## src/logic/spisc_defines.svh

```systemverilog
// Register map, field positions, reset values and counts of the SPI port
`ifndef SPISC_DEFINES_SVH
`define SPISC_DEFINES_SVH

// Register byte offsets
`define SPISC_OFF_MODE     12'h000
`define SPISC_OFF_LINK     12'h004
`define SPISC_OFF_DATA     12'h008

// serial_mode_control fields
`define SPISC_SEL_HI       7
`define SPISC_SEL_LO       5
`define SPISC_RSV          4
`define SPISC_EN           1
`define SPISC_ICF          0
`define SPISC_MODE_WMASK   8'hEF
`define SPISC_MODE_RST     8'hE0

// serial_link_control_status fields
`define SPISC_POL          5
`define SPISC_EDGE         4
`define SPISC_ORDER        3
`define SPISC_SELECT_PIN_ENABLE         2
`define SPISC_WRITE_COLLISION_FLAG         1
`define SPISC_TRF          0
`define SPISC_LINK_RST     8'h00
`define SPISC_DATA_RST     8'h00

// op_mode_select codes
`define SPISC_M_DIV4       3'h0
`define SPISC_M_DIV16      3'h1
`define SPISC_M_DIV64      3'h2
`define SPISC_M_SUB        3'h3
`define SPISC_M_TMR        3'h4
`define SPISC_M_SLAVE      3'h5

// Half serial clock periods in pclk cycles, edges and bits per byte
`define SPISC_HALF_DIV4    6'h02
`define SPISC_HALF_DIV16   6'h08
`define SPISC_HALF_DIV64   6'h20
`define SPISC_EDGES        5'h10
`define SPISC_BITS         4'h8
`define SPISC_SYNC_RST     4'hF

`endif

```

## src/logic/spisc_pkg.sv

```systemverilog
// Types shared by the SPI port modules
package spisc_pkg;

  typedef enum logic [1:0] {
    SPISC_IDLE = 2'h0,
    SPISC_MRUN = 2'h1,
    SPISC_SRUN = 2'h3
  } spisc_state_e;

  typedef logic [3:0] spisc_pins_t;

  typedef struct packed {
    spisc_pins_t q1;
    spisc_pins_t q2;
    spisc_pins_t q3;
    spisc_pins_t st;
  } spisc_sync_s;

  typedef struct packed {
    logic [7:0]   mode;
    logic [7:0]   link;
    logic [7:0]   data;
    logic [7:0]   rdata;
    spisc_state_e st;
    logic [4:0]   edge_n;
    logic [3:0]   bits;
    logic [5:0]   div;
    logic         sck;
    spisc_pins_t  pin_d;
    logic         irq;
    logic [4:0]   cap;
    logic [7:0]   rx;
  } spisc_core_s;

endpackage : spisc_pkg

```

## src/logic/spisc_sync.sv

```systemverilog
// Three-stage pin synchroniser with agreement filter
`timescale 1ns/1ps
`include "spisc_defines.svh"

module spisc_sync (
  // Clock and reset
  input  wire logic               pclk,
  input  wire logic               presetn,
  // Asynchronous pins and their filtered levels
  input  wire spisc_pkg::spisc_pins_t din,
  output spisc_pkg::spisc_pins_t  dout
);

  spisc_pkg::spisc_sync_s q, d;

  // A level moves only when stages two and three agree
  always_comb begin
    d    = q;
    d.q1 = din;
    d.q2 = q.q1;
    d.q3 = q.q2;
    for (int i = 0; i < 4; i++) begin
      if (q.q2[i] == q.q3[i]) begin
        d.st[i] = q.q3[i];
      end
    end
  end

  always_ff @(posedge pclk or negedge presetn) begin
    if (!presetn) begin
      q <= {4{`SPISC_SYNC_RST}};
    end else begin
      q <= d;
    end
  end

  assign dout = q.st;

endmodule : spisc_sync

```

## src/logic/spisc_core.sv

```systemverilog
// SPI port: APB registers, master clocking and byte shifter
`timescale 1ns/1ps
`include "spisc_defines.svh"

module spisc_core #(
  parameter int AW = 12
) (
  // APB slave
  input  wire logic          pclk,
  input  wire logic          presetn,
  input  wire logic          psel,
  input  wire logic          penable,
  input  wire logic          pwrite,
  input  wire logic [AW-1:0] paddr,
  input  wire logic [31:0]   pwdata,
  output logic [31:0]        prdata,
  output logic               pready,
  output logic               pslverr,
  // Serial pins
  input  wire logic          sck_in,
  output logic               sck_out,
  output logic               sck_oe,
  input  wire logic          sdi_in,
  output logic               sdo_out,
  output logic               sdo_oe,
  input  wire logic          slave_select_n_in,
  output logic               slave_select_n_out,
  output logic               slave_select_n_oe,
  // Master clock sources
  input  wire logic          sub_clock,
  input  wire logic          timer_period_match,
  // Interrupt request
  input  wire logic          irq_enable,
  output logic               irq_request
);

  spisc_pkg::spisc_core_s q, d;
  spisc_pkg::spisc_pins_t sy;

  ////////////////////////////////////////////////////////////////////////
  // Pin synchronisers: [0] clock, [1] data in, [2] select, [3] sub-clock

  spisc_sync u_sync (
    .pclk    (pclk),
    .presetn (presetn),
    .din     ({sub_clock, slave_select_n_in, sdi_in, sck_in}),
    .dout    (sy)
  );

  ////////////////////////////////////////////////////////////////////////
  // Decode

  function automatic logic [7:0] shift_in(input logic [7:0] v,
                                          input logic b,
                                          input logic msb);
    shift_in = msb ? {v[6:0], b} : {b, v[7:1]};
  endfunction : shift_in

  logic [2:0] msel;
  logic       en, master, slave, pol, eg, msb, select_pin_enable, busy;
  logic       selected, sck_rise, sck_fall, ssn_rise, sub_edge, cap_edge;
  logic       a_mode, a_link, a_data, hit, wr, rd_setup, wr_data;
  logic       tick, m_cap, m_done, s_done, inc_ev, hw_set;
  logic [5:0] half;

  assign msel   = q.mode[`SPISC_SEL_HI:`SPISC_SEL_LO];
  assign en     = q.mode[`SPISC_EN];
  assign master = en && (msel <= `SPISC_M_TMR);
  assign slave  = en && (msel == `SPISC_M_SLAVE);
  assign pol    = q.link[`SPISC_POL];
  assign eg     = q.link[`SPISC_EDGE];
  assign msb    = q.link[`SPISC_ORDER];
  assign select_pin_enable   = q.link[`SPISC_SELECT_PIN_ENABLE];
  assign busy   = q.st != spisc_pkg::SPISC_IDLE;

  assign selected = !select_pin_enable || !sy[2];
  assign sck_rise = sy[0] && !q.pin_d[0];
  assign sck_fall = !sy[0] && q.pin_d[0];
  assign ssn_rise = sy[2] && !q.pin_d[2];
  assign sub_edge = sy[3] ^ q.pin_d[3];
  // Capture is on the rising edge when polarity and edge bits match
  assign cap_edge = (pol == eg) ? sck_rise : sck_fall;

  assign a_mode   = paddr == `SPISC_OFF_MODE;
  assign a_link   = paddr == `SPISC_OFF_LINK;
  assign a_data   = paddr == `SPISC_OFF_DATA;
  assign hit      = a_mode || a_link || a_data;
  assign wr       = psel && penable && pwrite;
  assign rd_setup = psel && !penable && !pwrite;
  assign wr_data  = wr && a_data;

  always_comb begin
    unique case (msel)
      `SPISC_M_DIV4:  half = `SPISC_HALF_DIV4;
      `SPISC_M_DIV16: half = `SPISC_HALF_DIV16;
      default:        half = `SPISC_HALF_DIV64;
    endcase
  end

  // Half-period tick of the master clock
  assign tick = (msel == `SPISC_M_SUB) ? sub_edge :
                (msel == `SPISC_M_TMR) ? timer_period_match :
                (q.div == half - 6'h01);

  // Capture edges are the even ones when the edge bit is 1
  assign m_cap  = q.st == spisc_pkg::SPISC_MRUN && master && tick &&
                  q.edge_n != `SPISC_EDGES &&
                  (q.edge_n[0] != eg);
  // Done only once the last captured bit has left the synchroniser
  assign m_done = q.st == spisc_pkg::SPISC_MRUN && master &&
                  q.edge_n == `SPISC_EDGES && q.cap == 5'h00;
  assign s_done = slave && selected && cap_edge &&
                  q.bits == `SPISC_BITS - 4'h1;
  assign inc_ev = q.st == spisc_pkg::SPISC_SRUN && slave && select_pin_enable &&
                  ssn_rise;
  assign hw_set = m_done || s_done || inc_ev;

  ////////////////////////////////////////////////////////////////////////
  // Next state

  always_comb begin
    d       = q;
    d.pin_d = sy;
    d.irq   = hw_set && irq_enable;
    if (rd_setup) begin
      d.rdata = a_mode ? q.mode : a_link ? q.link : a_data ? q.data : 8'h00;
    end
    // Mode writes never touch the other registers
    if (wr && a_mode) begin
      d.mode = pwdata[7:0] & `SPISC_MODE_WMASK;
    end
    if (wr && a_link) begin
      d.link = pwdata[7:0];
    end
    if (wr_data) begin
      if (busy) begin
        d.link[`SPISC_WRITE_COLLISION_FLAG] = 1'b1;
      end else begin
        d.data = pwdata[7:0];
        if (master) begin
          d.st                = spisc_pkg::SPISC_MRUN;
          d.edge_n            = 5'h00;
          d.cap               = 5'h00;
          d.div               = 6'h00;
          d.link[`SPISC_TRF]  = 1'b0;
        end
      end
    end
    // Master: 16 clock edges; each capture is taken five cycles late,
    // since the input pin needs that long to cross the synchroniser.
    // Without it the fastest rate would read the previous bit.
    if (q.st == spisc_pkg::SPISC_MRUN && master) begin
      d.cap = {q.cap[3:0], m_cap};
      if (q.cap[4]) begin
        d.rx = shift_in(q.rx, sy[1], msb);
      end
      if (tick) begin
        d.div = 6'h00;
        if (q.edge_n != `SPISC_EDGES) begin
          d.sck    = ~q.sck;
          d.edge_n = q.edge_n + 5'h01;
        end
        // Next outgoing bit moves on each launch edge except edge 0
        if (q.edge_n != 5'h00 && q.edge_n[0] == eg) begin
          d.data = shift_in(q.data, 1'b0, msb);
        end
      end else if (msel <= `SPISC_M_DIV64) begin
        d.div = q.div + 6'h01;
      end
      if (m_done) begin
        d.st               = spisc_pkg::SPISC_IDLE;
        d.data             = q.rx;
        d.link[`SPISC_TRF] = 1'b1;
      end
    end else begin
      d.sck = ~pol;
    end
    // Slave: first edge while selected opens the transfer
    if (slave && selected && !(q.st == spisc_pkg::SPISC_MRUN)) begin
      if (q.st == spisc_pkg::SPISC_IDLE && (sck_rise || sck_fall)) begin
        d.st               = spisc_pkg::SPISC_SRUN;
        d.bits             = 4'h0;
        d.link[`SPISC_TRF] = 1'b0;
      end
      if (cap_edge) begin
        d.data = shift_in(q.data, sy[1], msb);
        d.bits = (q.st == spisc_pkg::SPISC_IDLE) ? 4'h1 : q.bits + 4'h1;
        if (s_done && q.st == spisc_pkg::SPISC_SRUN) begin
          d.st               = spisc_pkg::SPISC_IDLE;
          d.link[`SPISC_TRF] = 1'b1;
        end
      end
    end
    if (inc_ev) begin
      d.st               = spisc_pkg::SPISC_IDLE;
      d.mode[`SPISC_ICF] = 1'b1;
      d.link[`SPISC_TRF] = 1'b1;
    end
    // Leaving the mode or disabling aborts any transfer
    if ((q.st == spisc_pkg::SPISC_MRUN && !master) ||
        (q.st == spisc_pkg::SPISC_SRUN && !slave) || !en) begin
      d.st = spisc_pkg::SPISC_IDLE;
    end
  end

  always_ff @(posedge pclk or negedge presetn) begin
    if (!presetn) begin
      q       <= '0;
      q.mode  <= `SPISC_MODE_RST;
      q.link  <= `SPISC_LINK_RST;
      q.data  <= `SPISC_DATA_RST;
      q.st    <= spisc_pkg::SPISC_IDLE;
      q.sck   <= 1'b1;
      q.pin_d <= `SPISC_SYNC_RST;
    end else begin
      q <= d;
    end
  end

  ////////////////////////////////////////////////////////////////////////
  // Outputs

  assign prdata  = {24'h000000, q.rdata};
  assign pready  = 1'b1;
  assign pslverr = psel && penable && !hit;

  assign sck_out            = q.sck;
  assign sck_oe             = master;
  assign sdo_oe             = master || slave;
  assign sdo_out            = (busy || (slave && selected)) ?
                              (msb ? q.data[7] : q.data[0]) : 1'b1;
  // Select is driven only by a master with the select pin enabled
  assign slave_select_n_oe  = master && select_pin_enable;
  assign slave_select_n_out = q.st != spisc_pkg::SPISC_MRUN;
  assign irq_request        = q.irq;

  ////////////////////////////////////////////////////////////////////////
  // Checks

  logic [4:0] tog_q;

  always_ff @(posedge pclk or negedge presetn) begin
    if (!presetn) begin
      tog_q <= 5'h00;
    end else if (q.st != spisc_pkg::SPISC_MRUN) begin
      tog_q <= 5'h00;
    end else if (d.sck != q.sck) begin
      tog_q <= tog_q + 5'h01;
    end
  end
endmodule : spisc_core

```

## config.mk

```make
export PLATFORM = sky130hd
export DESIGN_NAME = spisc_core
export DESIGN_NICKNAME = d
export VERILOG_FILES = /design/src/logic/spisc_pkg.sv /design/src/logic/spisc_sync.sv /design/src/logic/spisc_core.sv
export VERILOG_INCLUDE_DIRS = /design/src /design/src/logic
export SDC_FILE = /design/constraint.sdc
export NUM_CORES = 1
export LEC_CHECK = 0
export BUFFER_PORTS_ARGS = -buffer_cell sky130_fd_sc_hd__buf_2
export CAP_MARGIN = 10
export CORE_MARGIN = 2
export CORE_UTILIZATION = 50
export DETAILED_ROUTE_END_ITERATION = 12
export PLACE_DENSITY_LB_ADDON = 0.05
export SLEW_MARGIN = 20
export SYNTH_ARGS = -nofsm -noshare
export SYNTH_HDL_FRONTEND = slang
export SYNTH_HIERARCHICAL = 1
export SYNTH_SLANG_ARGS = --single-unit
```

## constraint.sdc

```tcl
create_clock -name pclk -period 3.7 [get_ports pclk]
set_clock_uncertainty 0.15 [all_clocks]
set_input_delay 0.555 -clock pclk [delete_from_list [all_inputs] [get_ports pclk]]
set_output_delay 0.555 -clock pclk [all_outputs]
set_load 0.01 [all_outputs]
```

## Word level (Yosys, flattened, before mapping)

Cells that the tools add are included.

| storage, ports and cells | value |
|---|---|
| flip-flop bits (word level) | 83 |
| bits of input ports | 55 |
| output and inout bits | 41 |
| word-level logic and storage cells | 181 |

| operators by class | value |
|---|---|
| add/subtract/negate cells | 4 |
| $lt $le $gt $ge | 2 |
| equal/unequal tests | 23 |
| mux-type cells | 58 |
| bitwise gates (word level) | 3 |
| reduce and logical (&&, ||, !) cells | 69 |

Operators by type and width:

| cell | count |
|---|---|
| $mux 8 | 9 |
| $mux 9 | 5 |
| $mux 6 | 6 |
| $logic_and 1x1->1 | 33 |
| $mux 7 | 4 |
| $mux 5 | 5 |
| $mux 2 | 8 |
| $mux 1 | 15 |
| $mux 13 | 1 |
| $eq 12x3->1 const B | 1 |
| $eq 12x4->1 const B | 1 |
| $logic_not 1->1 | 12 |
| $logic_not 12->1 | 1 |
| $mux 4 | 3 |
| $pmux 6 s2 | 1 |
| $logic_or 1x1->1 | 10 |
| $mux 10 | 1 |
| $reduce_bool 2->1 | 5 |
| $add 6x1->6 const B | 1 |
| $eq 1x1->1 | 6 |
| $eq 3x3->1 const B | 2 |
| $eq 6x6->1 | 1 |
| $ne 2x1->1 const B | 3 |
| $reduce_and 2->1 | 3 |
| other kinds (21) | 22 |

## Logic depth before layout (Yosys ltp)

Gate-level depths: netlist of the first run.

| depth | value |
|---|---|
| depth in word-level cells | 16 |
| depth in mapped cells | 9 |
| depth with buffers taken out | 7 |

## Modules after synthesis

Netlist of the first run, hierarchy kept.

Modules (own cells, without submodules):

| module | instances | cells each | area an instance (um^2) | sequential area each (um^2) |
|---|---|---|---|---|
| spisc_core | 1 | 411 | 3927.5 | 1660.3 |
| spisc_sync | 1 | 24 | 495.5 | 420.4 |

## Worst setup path before layout of the first run

No wires, ideal clock.

| timing | value |
|---|---|
| path kind | in2reg |
| start | input paddr[2] |
| end | register q[52] (netlist name) |
| setup time | 0.129 ns |
| arrival | 2.074 ns |
| required time | 3.421 ns |
| setup slack | 1.347 ns |
| stages on the path | 8 |
| path buffers | 2 |
| cells stage by stage | clkbuf_1 nor2b_1 buf_2 nand2_1 nor2_1 mux2_2 nand3_1 nand3_1 |

RTL lines:

| item | line | RTL |
|---|---|---|
| from (decl) | spisc_core.sv:14 | `input wire logic [AW-1:0] paddr,` |
| to (decl) | spisc_core.sv:37 | `spisc_pkg::spisc_core_s q, d;` |

==> results.cfg, run 1 <==
[pwr]
pwr-share-comb = 0.052
p_per_area_mw_per_mm2 = 346
p_switching_uw = 421
pwr-share-clk = 0.380
swShare = 0.257
peakVddDrop_uv = 212
p_leak_uw = 0.00222
p_seq_frac = 0.568
p_int_uw = 1220

[synthesis]
postSynthAreaPerCell_um2 = 10.2
synth_seq_cells = 82
synth-main-ff-cell = dfrtp_1
ys_seq_area_frac = 0.470
ys_types = 55
yosys-top-cells-count = dfrtp_1 (59), nand2_1 (49), buf_4 (37)
synth-warning-count = 6
yosys.area.top_type = dfrtp_1
netlist_area_mm2 = 0.00442
async_flop_share = 1.00
synth_edf_count = 0
yosysTopAreaCellShare = 0.334
syn-instance-count = 435
synthTopCellsByArea = dfrtp_1 (33%), dfstp_2 (14%), mux2i_1 (7.5%)
yosysMostFrequentCell = dfrtp_1

[placed_design]
dp_hpwl_um = 6790
globalplace.congestion = 0.830
port_buffers = 46
placed_area_mm2 = 0.00455

[cells_and_area]
multi_input_area_mm2 = 0.00202
final_util = 0.549
fin_area_mm2 = 0.00474
regArea_mm2 = 0.00208
n_fill_cell = 787
area.growth.synth_to_final_pct = 7.19
drive_gt1_frac = 0.246
final_nets = 524
diodes = 0

[timing]
grt_setup_unrepaired = no
max_freq_mhz = 359
fin_tns_setup_ps = 0
post-route-period-util = 0.753
fin_crit_ps = 2790
slew_viol_final = 0
hold_viol_final = 0
worst_pin_slew_ps = 737
setup_viol = 0
max_slew_margin = 0.509

[detailed_routing]
num_vias = 3227
avgRoutedWirePerCell_um = 16.7
initialDrtViolationCount = 204
first_pass_iters = 4
antenna_left = 0
wl_um = 9640
drc_errors = 0
viasPerCell = 5.60

[floorplan]
die_h_um = 98.1
coreArea_mm2 = 0.00864
io_pins = 96
fp-row-count = 34
chipWidth_um = 98.1
die-area_mm2 = 0.00961
start_util = 0.512

[global_routing]
grt_usage = 0.207
grt_pass1_vias = 3052
grt_pass1_wl_um = 15800
antenna_found_initial = 0
grt_max_degree = 83
grt-ovfl-total = 0

[clocking]
cts_tree = done
cts_made_buffers = 9
clkSlewWorstSetupHoldPaths_ps = 90
cts_setup_buffers = 0
clockRootBuffer = clkbuf_8
numClockSinks = 82
cts_buffer_depth = 2
hold_buffers = 0
clk_latency_ps = 370
post_cts_resize_count = 0
cts_max_level = 3

[critical_path]
rr_startpoint = msel[2]
cp_data_arrival_time_ps = 2930
ff2ff_setup_slack_ps = 910
crit_fanout = 14
end_kind = flip-flop
r2r-end = q[51]
crit_path_start_kind = flip-flop
crit_type = reg2reg
required_ps = 3840
r2r_cells = 6

[flow_run]
maxCapViolations = 0

[status]
status = completed

[min_path]
hp-class = in2async
[power groups by stage]
stage | Combinational, uW | Sequential (uW) | Clock [uW]
floorplan | 67.8 | 944 | 0
global placement | 83.5 | 948 | 0
detailed placement | 84.9 | 949 | 0
CTS | 85.0 | 932 | 634
global route | 95.9 | 935 | 683
finish | 84.5 | 932 | 623
[worst max-delay path, stage by stage, from the launching register on]
cell and delay, ps:
dfstp_2 440, or4_1 520, a2111oi_1 370, a221o_2 360, nand3_2 340, mux2_4 420, o21ai_2 110
[through the flow]
step                instances  setup slack, ps  hold slack (ps)  total power (uW)
CTS                       576              930              131              1650
finish                    576              913             81.3              1640
detailed placement        560              938              197              1030
global placement          560              932              195              1030
global route              576              775              114              1710
floorplan                 458             1350              109              1010
[flip-flops by register name, indices dropped and copies added, names as in the netlist, 3 cells and up]
| register | cells |
|---|---|
| prdata | 8 |
| u_sync/dout | 4 |
| u_sync/q | 4 |
| u_sync/d | 8 |
| q | 49 |
| msel | 3 |
[worst max-delay path by stage]
stage          startpoint     to  slack, ps  cells after the start
2_1_floorplan    paddr[2]  q[52]       1350                      8
3_3_place_gp     paddr[9]  q[44]        930                      8
3_5_place_dp     paddr[9]  q[44]        940                      8
4_1_cts           msel[2]  q[51]        930                      6
5_1_grt             q[22]  q[51]        780                      6
6_report          msel[2]  q[51]        910                      6
[placed cells by master, fill, tap and decap left out, types with 3 or more instances in the layout]
master and n:
a21o_1 6, a21oi_1 15, a22o_1 9, a22oi_1 3, a31oi_1 8, and3_1 7
buf_2 45, buf_4 6, clkbuf_8 10, conb_1 25, dfrtp_1 59, dfstp_2 23
ha_1 6, inv_1 11, maj3_2 4, mux2_2 12, mux2i_1 33, nand2_1 49
nand2b_1 3, nand3_1 11, nand4_1 5, nor2_1 22, nor2b_1 6, nor4_1 4
o21ai_0 19, o221ai_1 8, o31ai_1 12, or3_1 5, or4_1 4, xnor2_1 3
xor2_1 4
[metal layers]
metal / GRT usage / share of wire / vias to the layer above
met5: 0 / 0 / -
met4: 0.0609 / 0.012 / 0
met3: 0.0458 / 0.056 / 10
met2: 0.310 / 0.46 / 97
met1: 0.304 / 0.47 / 1559
li1: - / - / 1561
[cell type report]
type / instances / area share
well taps: 108 / 0.0285
multi-input cells: 307 / 0.426
repair buffers: 52 / 0.0594
inverters: 11 / 0.00871
clock buffers: 10 / 0.0290
flip-flops and latches: 82 / 0.439
clock inverters: 6 / 0.00977
[logic make-up after synthesis]
kind of cell               synth area share
AOI/OAI and AO/OA                     0.138
xor gates and xnor gates             0.0139
adders and majority gates            0.0272
buffers and inverters                0.0928
DFF                                   0.470
muxes                                 0.111
other                               0.00170
and+or+nand+nor                       0.145
(Power assumes the default switching activity.)
==> run 2, diff against run 1 <==
Clock period 3.7 ns to 2.61 ns, I/O delays scaled along.
==> results.cfg, run 2 (synthesis results as in run 1) <==
[status]
status = completed

[pwr]
pwr-share-comb = 0.057
p_seq_frac = 0.575
total_power_uw = 2300
p_int_uw = 1710
p_switching_uw = 588
swShare = 0.256
pwr-share-clk = 0.369
p_per_area_mw_per_mm2 = 468
peakVddDrop_uv = 293
p_leak_uw = 0.00231

[timing]
worst_pin_slew_ps = 608
fin_crit_ps = 2500
hold_viol_final = 0
slew_viol_final = 0
grt_setup_unrepaired = no
fin_tns_setup_ps = 0
max_slew_margin = 0.595
post-route-period-util = 0.957
setup_viol = 0
max_freq_mhz = 400

[detailed_routing]
num_vias = 3323
initialDrtViolationCount = 177
avgRoutedWirePerCell_um = 16.6
drc_errors = 0
first_pass_iters = 4
wl_um = 9860
viasPerCell = 5.58
antenna_left = 0

[global_routing]
grt_max_degree = 46
grt_pass1_wl_um = 16400
grt-ovfl-total = 0
grt_usage = 0.214
antenna_found_initial = 0
grt_pass1_vias = 3160

[critical_path]
end_kind = output pin
required_ps = 2070
crit_path_start_kind = flip-flop
crit_fanout = 7
crit_type = reg2out
cp_data_arrival_time_ps = 1960

[placed_design]
dp_hpwl_um = 7150
port_buffers = 46
globalplace.congestion = 0.845

[cells_and_area]
final_common_cell = dfrtp_1
drive_gt1_frac = 0.268
n_fill_cell = 791
final_nets = 544
diodes = 0
top_register = q
final_cell_mix = dfrtp_1 (59), nand2_1 (49), buf_2 (45)
largest_reg_flops = 49
area.growth.synth_to_final_pct = 11.0

[floorplan]
io_pins = 96
coreArea_mm2 = 0.00864
die-area_mm2 = 0.00961
die_h_um = 98.1
chipWidth_um = 98.1
start_util = 0.512
fp-row-count = 34

[min_path]
hp-class = in2reg

[flow_run]
maxCapViolations = 0

[clocking]
numClockSinks = 82
cts_tree = done
clockRootBuffer = clkbuf_8
clk_latency_ps = 350
cts_setup_buffers = 0
cts_buffer_depth = 2
cts_max_level = 3
cts_made_buffers = 9
clkSlewWorstSetupHoldPaths_ps = 90
-- run 2: repair_timing --
| item | 4_1_cts | 5_1_grt |
|---|---|---|
| endpoints found under the hold margin | 27 | 0 |
| gates resized for setup | 0 | 2 |
| hold buffers | 5 | 0 |
| setup endpoints to repair | 0 | 5 |
-- run 2: routing by layer --
layer / global-route usage / vias up / wire (um)
li1: - / 1590 / -
met1: 0.323 / 1610 / 4680
met2: 0.321 / 114 / 4470
met3: 0.0401 / 9 / 619
met4: 0.0545 / 0 / 89
met5: 0 / - / 0
-- run 2: worst max-delay path, cell delays in order, from the launching register on --
cell and delay (ps):
dfstp_2 570, buf_4 150, and4b_2 290, nand2_1 130, a221o_1 330, buf_2 150
-- run 2: path summary, 6_finish.rpt --
check / slack [ps] / start / cells past startpoint / endpoint
max in group asynchronous: 1180 / presetn / 3 / msel[0]
hold reg to reg: 210 / u_sync/d[10] / 0 / u_sync/d[6]
hold / removal: 120 / irq_enable / 2 / irq_request
setup / recovery: 110 / msel[2] / 5 / sdo_out
min in group asynchronous: 420 / presetn / 2 / q[6]
setup reg to reg: 130 / msel[2] / 7 / q[50]
-- run 2: cell type report --
cell class / instances / area (um^2) / area share
Sequential cell: 82 / 2080 / 0.424
Multi-Input combinational cell: 307 / 2020 / 0.412
Timing Repair Buffer: 72 / 453 / 0.0923
Tap cell: 108 / 135 / 0.0275
Clock buffer: 10 / 128 / 0.0260
Clock inverter: 6 / 48.8 / 0.00994
Inverter: 11 / 41.3 / 0.00841
-- run 2: stage by stage --
| stage | setup WS (ps) | util | cell area, um^2 | std cells | hold slack (ps) |
|---|---|---|---|---|---|
| 2_1_floorplan | 330 | - | 4510 | 458 | -54.1 |
| 3_3_place_gp | 208 | 0.542 | 4680 | 575 | 196 |
| 3_5_place_dp | 174 | 0.542 | 4680 | 575 | 198 |
| 4_1_cts | 73.3 | 0.568 | 4900 | 596 | 117 |
| 5_1_grt | 10.4 | 0.569 | 4910 | 596 | 106 |
| 6_report | 112 | 0.569 | 4910 | 596 | 122 |
-- run 2: power groups by stage --
stage	combinational [uW]	clock, uW	sequential, uW
global route	145	931	1330
floorplan	96.2	0	1340
detailed placement	125	0	1350
CTS	131	871	1320
finish	130	848	1320
global placement	124	0	1340
==> run 3, diff against run 2 <==
Settings changed: RECOVER_POWER from default to 25.
==> results.cfg, run 3 (synthesis results as in run 1) <==
[cells_and_area]
drive_gt1_frac = 0.246
area.growth.synth_to_final_pct = 10.9
top_register = q
final_nets = 544
final_cell_mix = dfrtp_1 (59), nand2_1 (49), buf_2 (45)
diodes = 0
largest_reg_flops = 49
final_common_cell = dfrtp_1
fin_area_mm2 = 0.00490

[timing]
fin_tns_setup_ps = 0
setup_ws_ps = 106
max_slew_margin = 0.279
grt_setup_unrepaired = no
hold_viol_final = 0
slew_viol_final = 0
setup_viol = 0
fin_crit_ps = 2500
max_freq_mhz = 399
worst_pin_slew_ps = 1080
post-route-period-util = 0.960

[floorplan]
chipWidth_um = 98.1
fp-row-count = 34
coreArea_mm2 = 0.00864
start_util = 0.512
die-area_mm2 = 0.00961
io_pins = 96
die_h_um = 98.1

[flow_run]
maxCapViolations = 0

[pwr]
p_int_uw = 1710
swShare = 0.256
pwr-share-comb = 0.056
p_seq_frac = 0.575
p_per_area_mw_per_mm2 = 467
peakVddDrop_uv = 291
pwr-share-clk = 0.369
p_leak_uw = 0.00230
p_switching_uw = 586

[status]
status = completed

[global_routing]
grt_max_degree = 46
grt_use_met1 = 0.323
met3_usage = 0.0401
grt-ovfl-total = 0
grt_pass1_vias = 3160
antenna_found_initial = 0
grt-busiest-layer = met1
grtUsageMet2 = 0.321
grt_pass1_wl_um = 16400
grt_usage = 0.214

[placed_design]
globalplace.congestion = 0.845
dp_hpwl_um = 7150
pre_cts_ws_ps = 174
placed_area_mm2 = 0.00468
port_buffers = 46

[clocking]
clkSlewWorstSetupHoldPaths_ps = 90
cts_buffer_depth = 2
cts_setup_buffers = 0
clockRootBuffer = clkbuf_8
cts_made_buffers = 9
cts_max_level = 3
numClockSinks = 82
cts_tree = done
clk_latency_ps = 350

[critical_path]
timing.critical_path.buf_inv = 2
crit_family = flip-flops
critPathMaxStageDelay_ps = 570
required_ps = 2070
crit_fanout = 7
critPathSlowestCell = dfstp_2
end_kind = output pin
path_cells = buf_4 > and4b_2 > nand2_1 > a221o_1 > buf_2
crit_type = reg2out
cp_data_arrival_time_ps = 1960
crit_path_start_kind = flip-flop

[detailed_routing]
first_pass_iters = 6
viasPerCell = 5.50
initialDrtViolationCount = 191
avgRoutedWirePerCell_um = 16.5
num_vias = 3279
drc_errors = 0
wl_um = 9840
antenna_left = 0

[min_path]
hp-class = in2reg
[run 3: cell types whose count changed in the layout (fill, tap and decap cells not counted), sizes merged]
cell	delta
clkbuf	+1
buf	-1
[run 3: timing repair]
item,in CTS,in global routing
endpoints found under the hold margin,27,0
setup endpoints to repair,0,5
gates resized for setup,0,2
hold buffers,5,0
[run 3: cell type report]
cell class | count | area [um^2]
flip-flops and latches | 82 | 2080
clock buffers | 10 | 128
multi-input cells | 307 | 2020
inverters | 11 | 41.3
repair buffers | 72 | 450
well taps | 108 | 135
clock inverters | 6 | 48.8
fillers | 789 | 3730
[run 3: power groups by stage]
stage	Clock, uW	Combinational [uW]	Sequential (uW)
after global placement	0	124	1340
after global routing	931	144	1320
after floorplan	0	96.2	1340
after detailed placement	0	125	1350
final	846	128	1320
after CTS	871	131	1320
[run 3: worst reg2reg max path, cell delays in order (launching register included)]
cell       delay [ps]
dfstp_2           400
or4_1             510
a2111oi_1         360
a221o_2           240
nand3_2           200
buf_12            220
o221ai_1          180
a31oi_1            70
[run 3: per-layer routing]
metal / share of wire / routed length [um]
met5: 0 / 0
met4: 0.0096 / 94
met3: 0.053 / 521
met2: 0.45 / 4450
met1: 0.48 / 4770
[run 3: final timing paths]
kind                          endpoint    startpoint  cells past startpoint  slack (ps)
max                            sdo_out       msel[2]                      5         110
min                        irq_request    irq_enable                      2         120
max reg2reg                      q[50]       msel[2]                      7         130
min reg2reg                u_sync/d[6]  u_sync/d[10]                      0         210
max in group asynchronous      msel[0]       presetn                      3         790
min in group asynchronous         q[6]       presetn                      2         620
[run 3: stage by stage]
step	total power, uW	hold slack (ps)	util	std cells
finish	2290	122	0.568	596
global route	2400	106	0.568	596
CTS	2320	117	0.568	596
detailed placement	1470	198	0.542	575
global placement	1470	196	0.542	575
floorplan	1430	-54.1	-	458
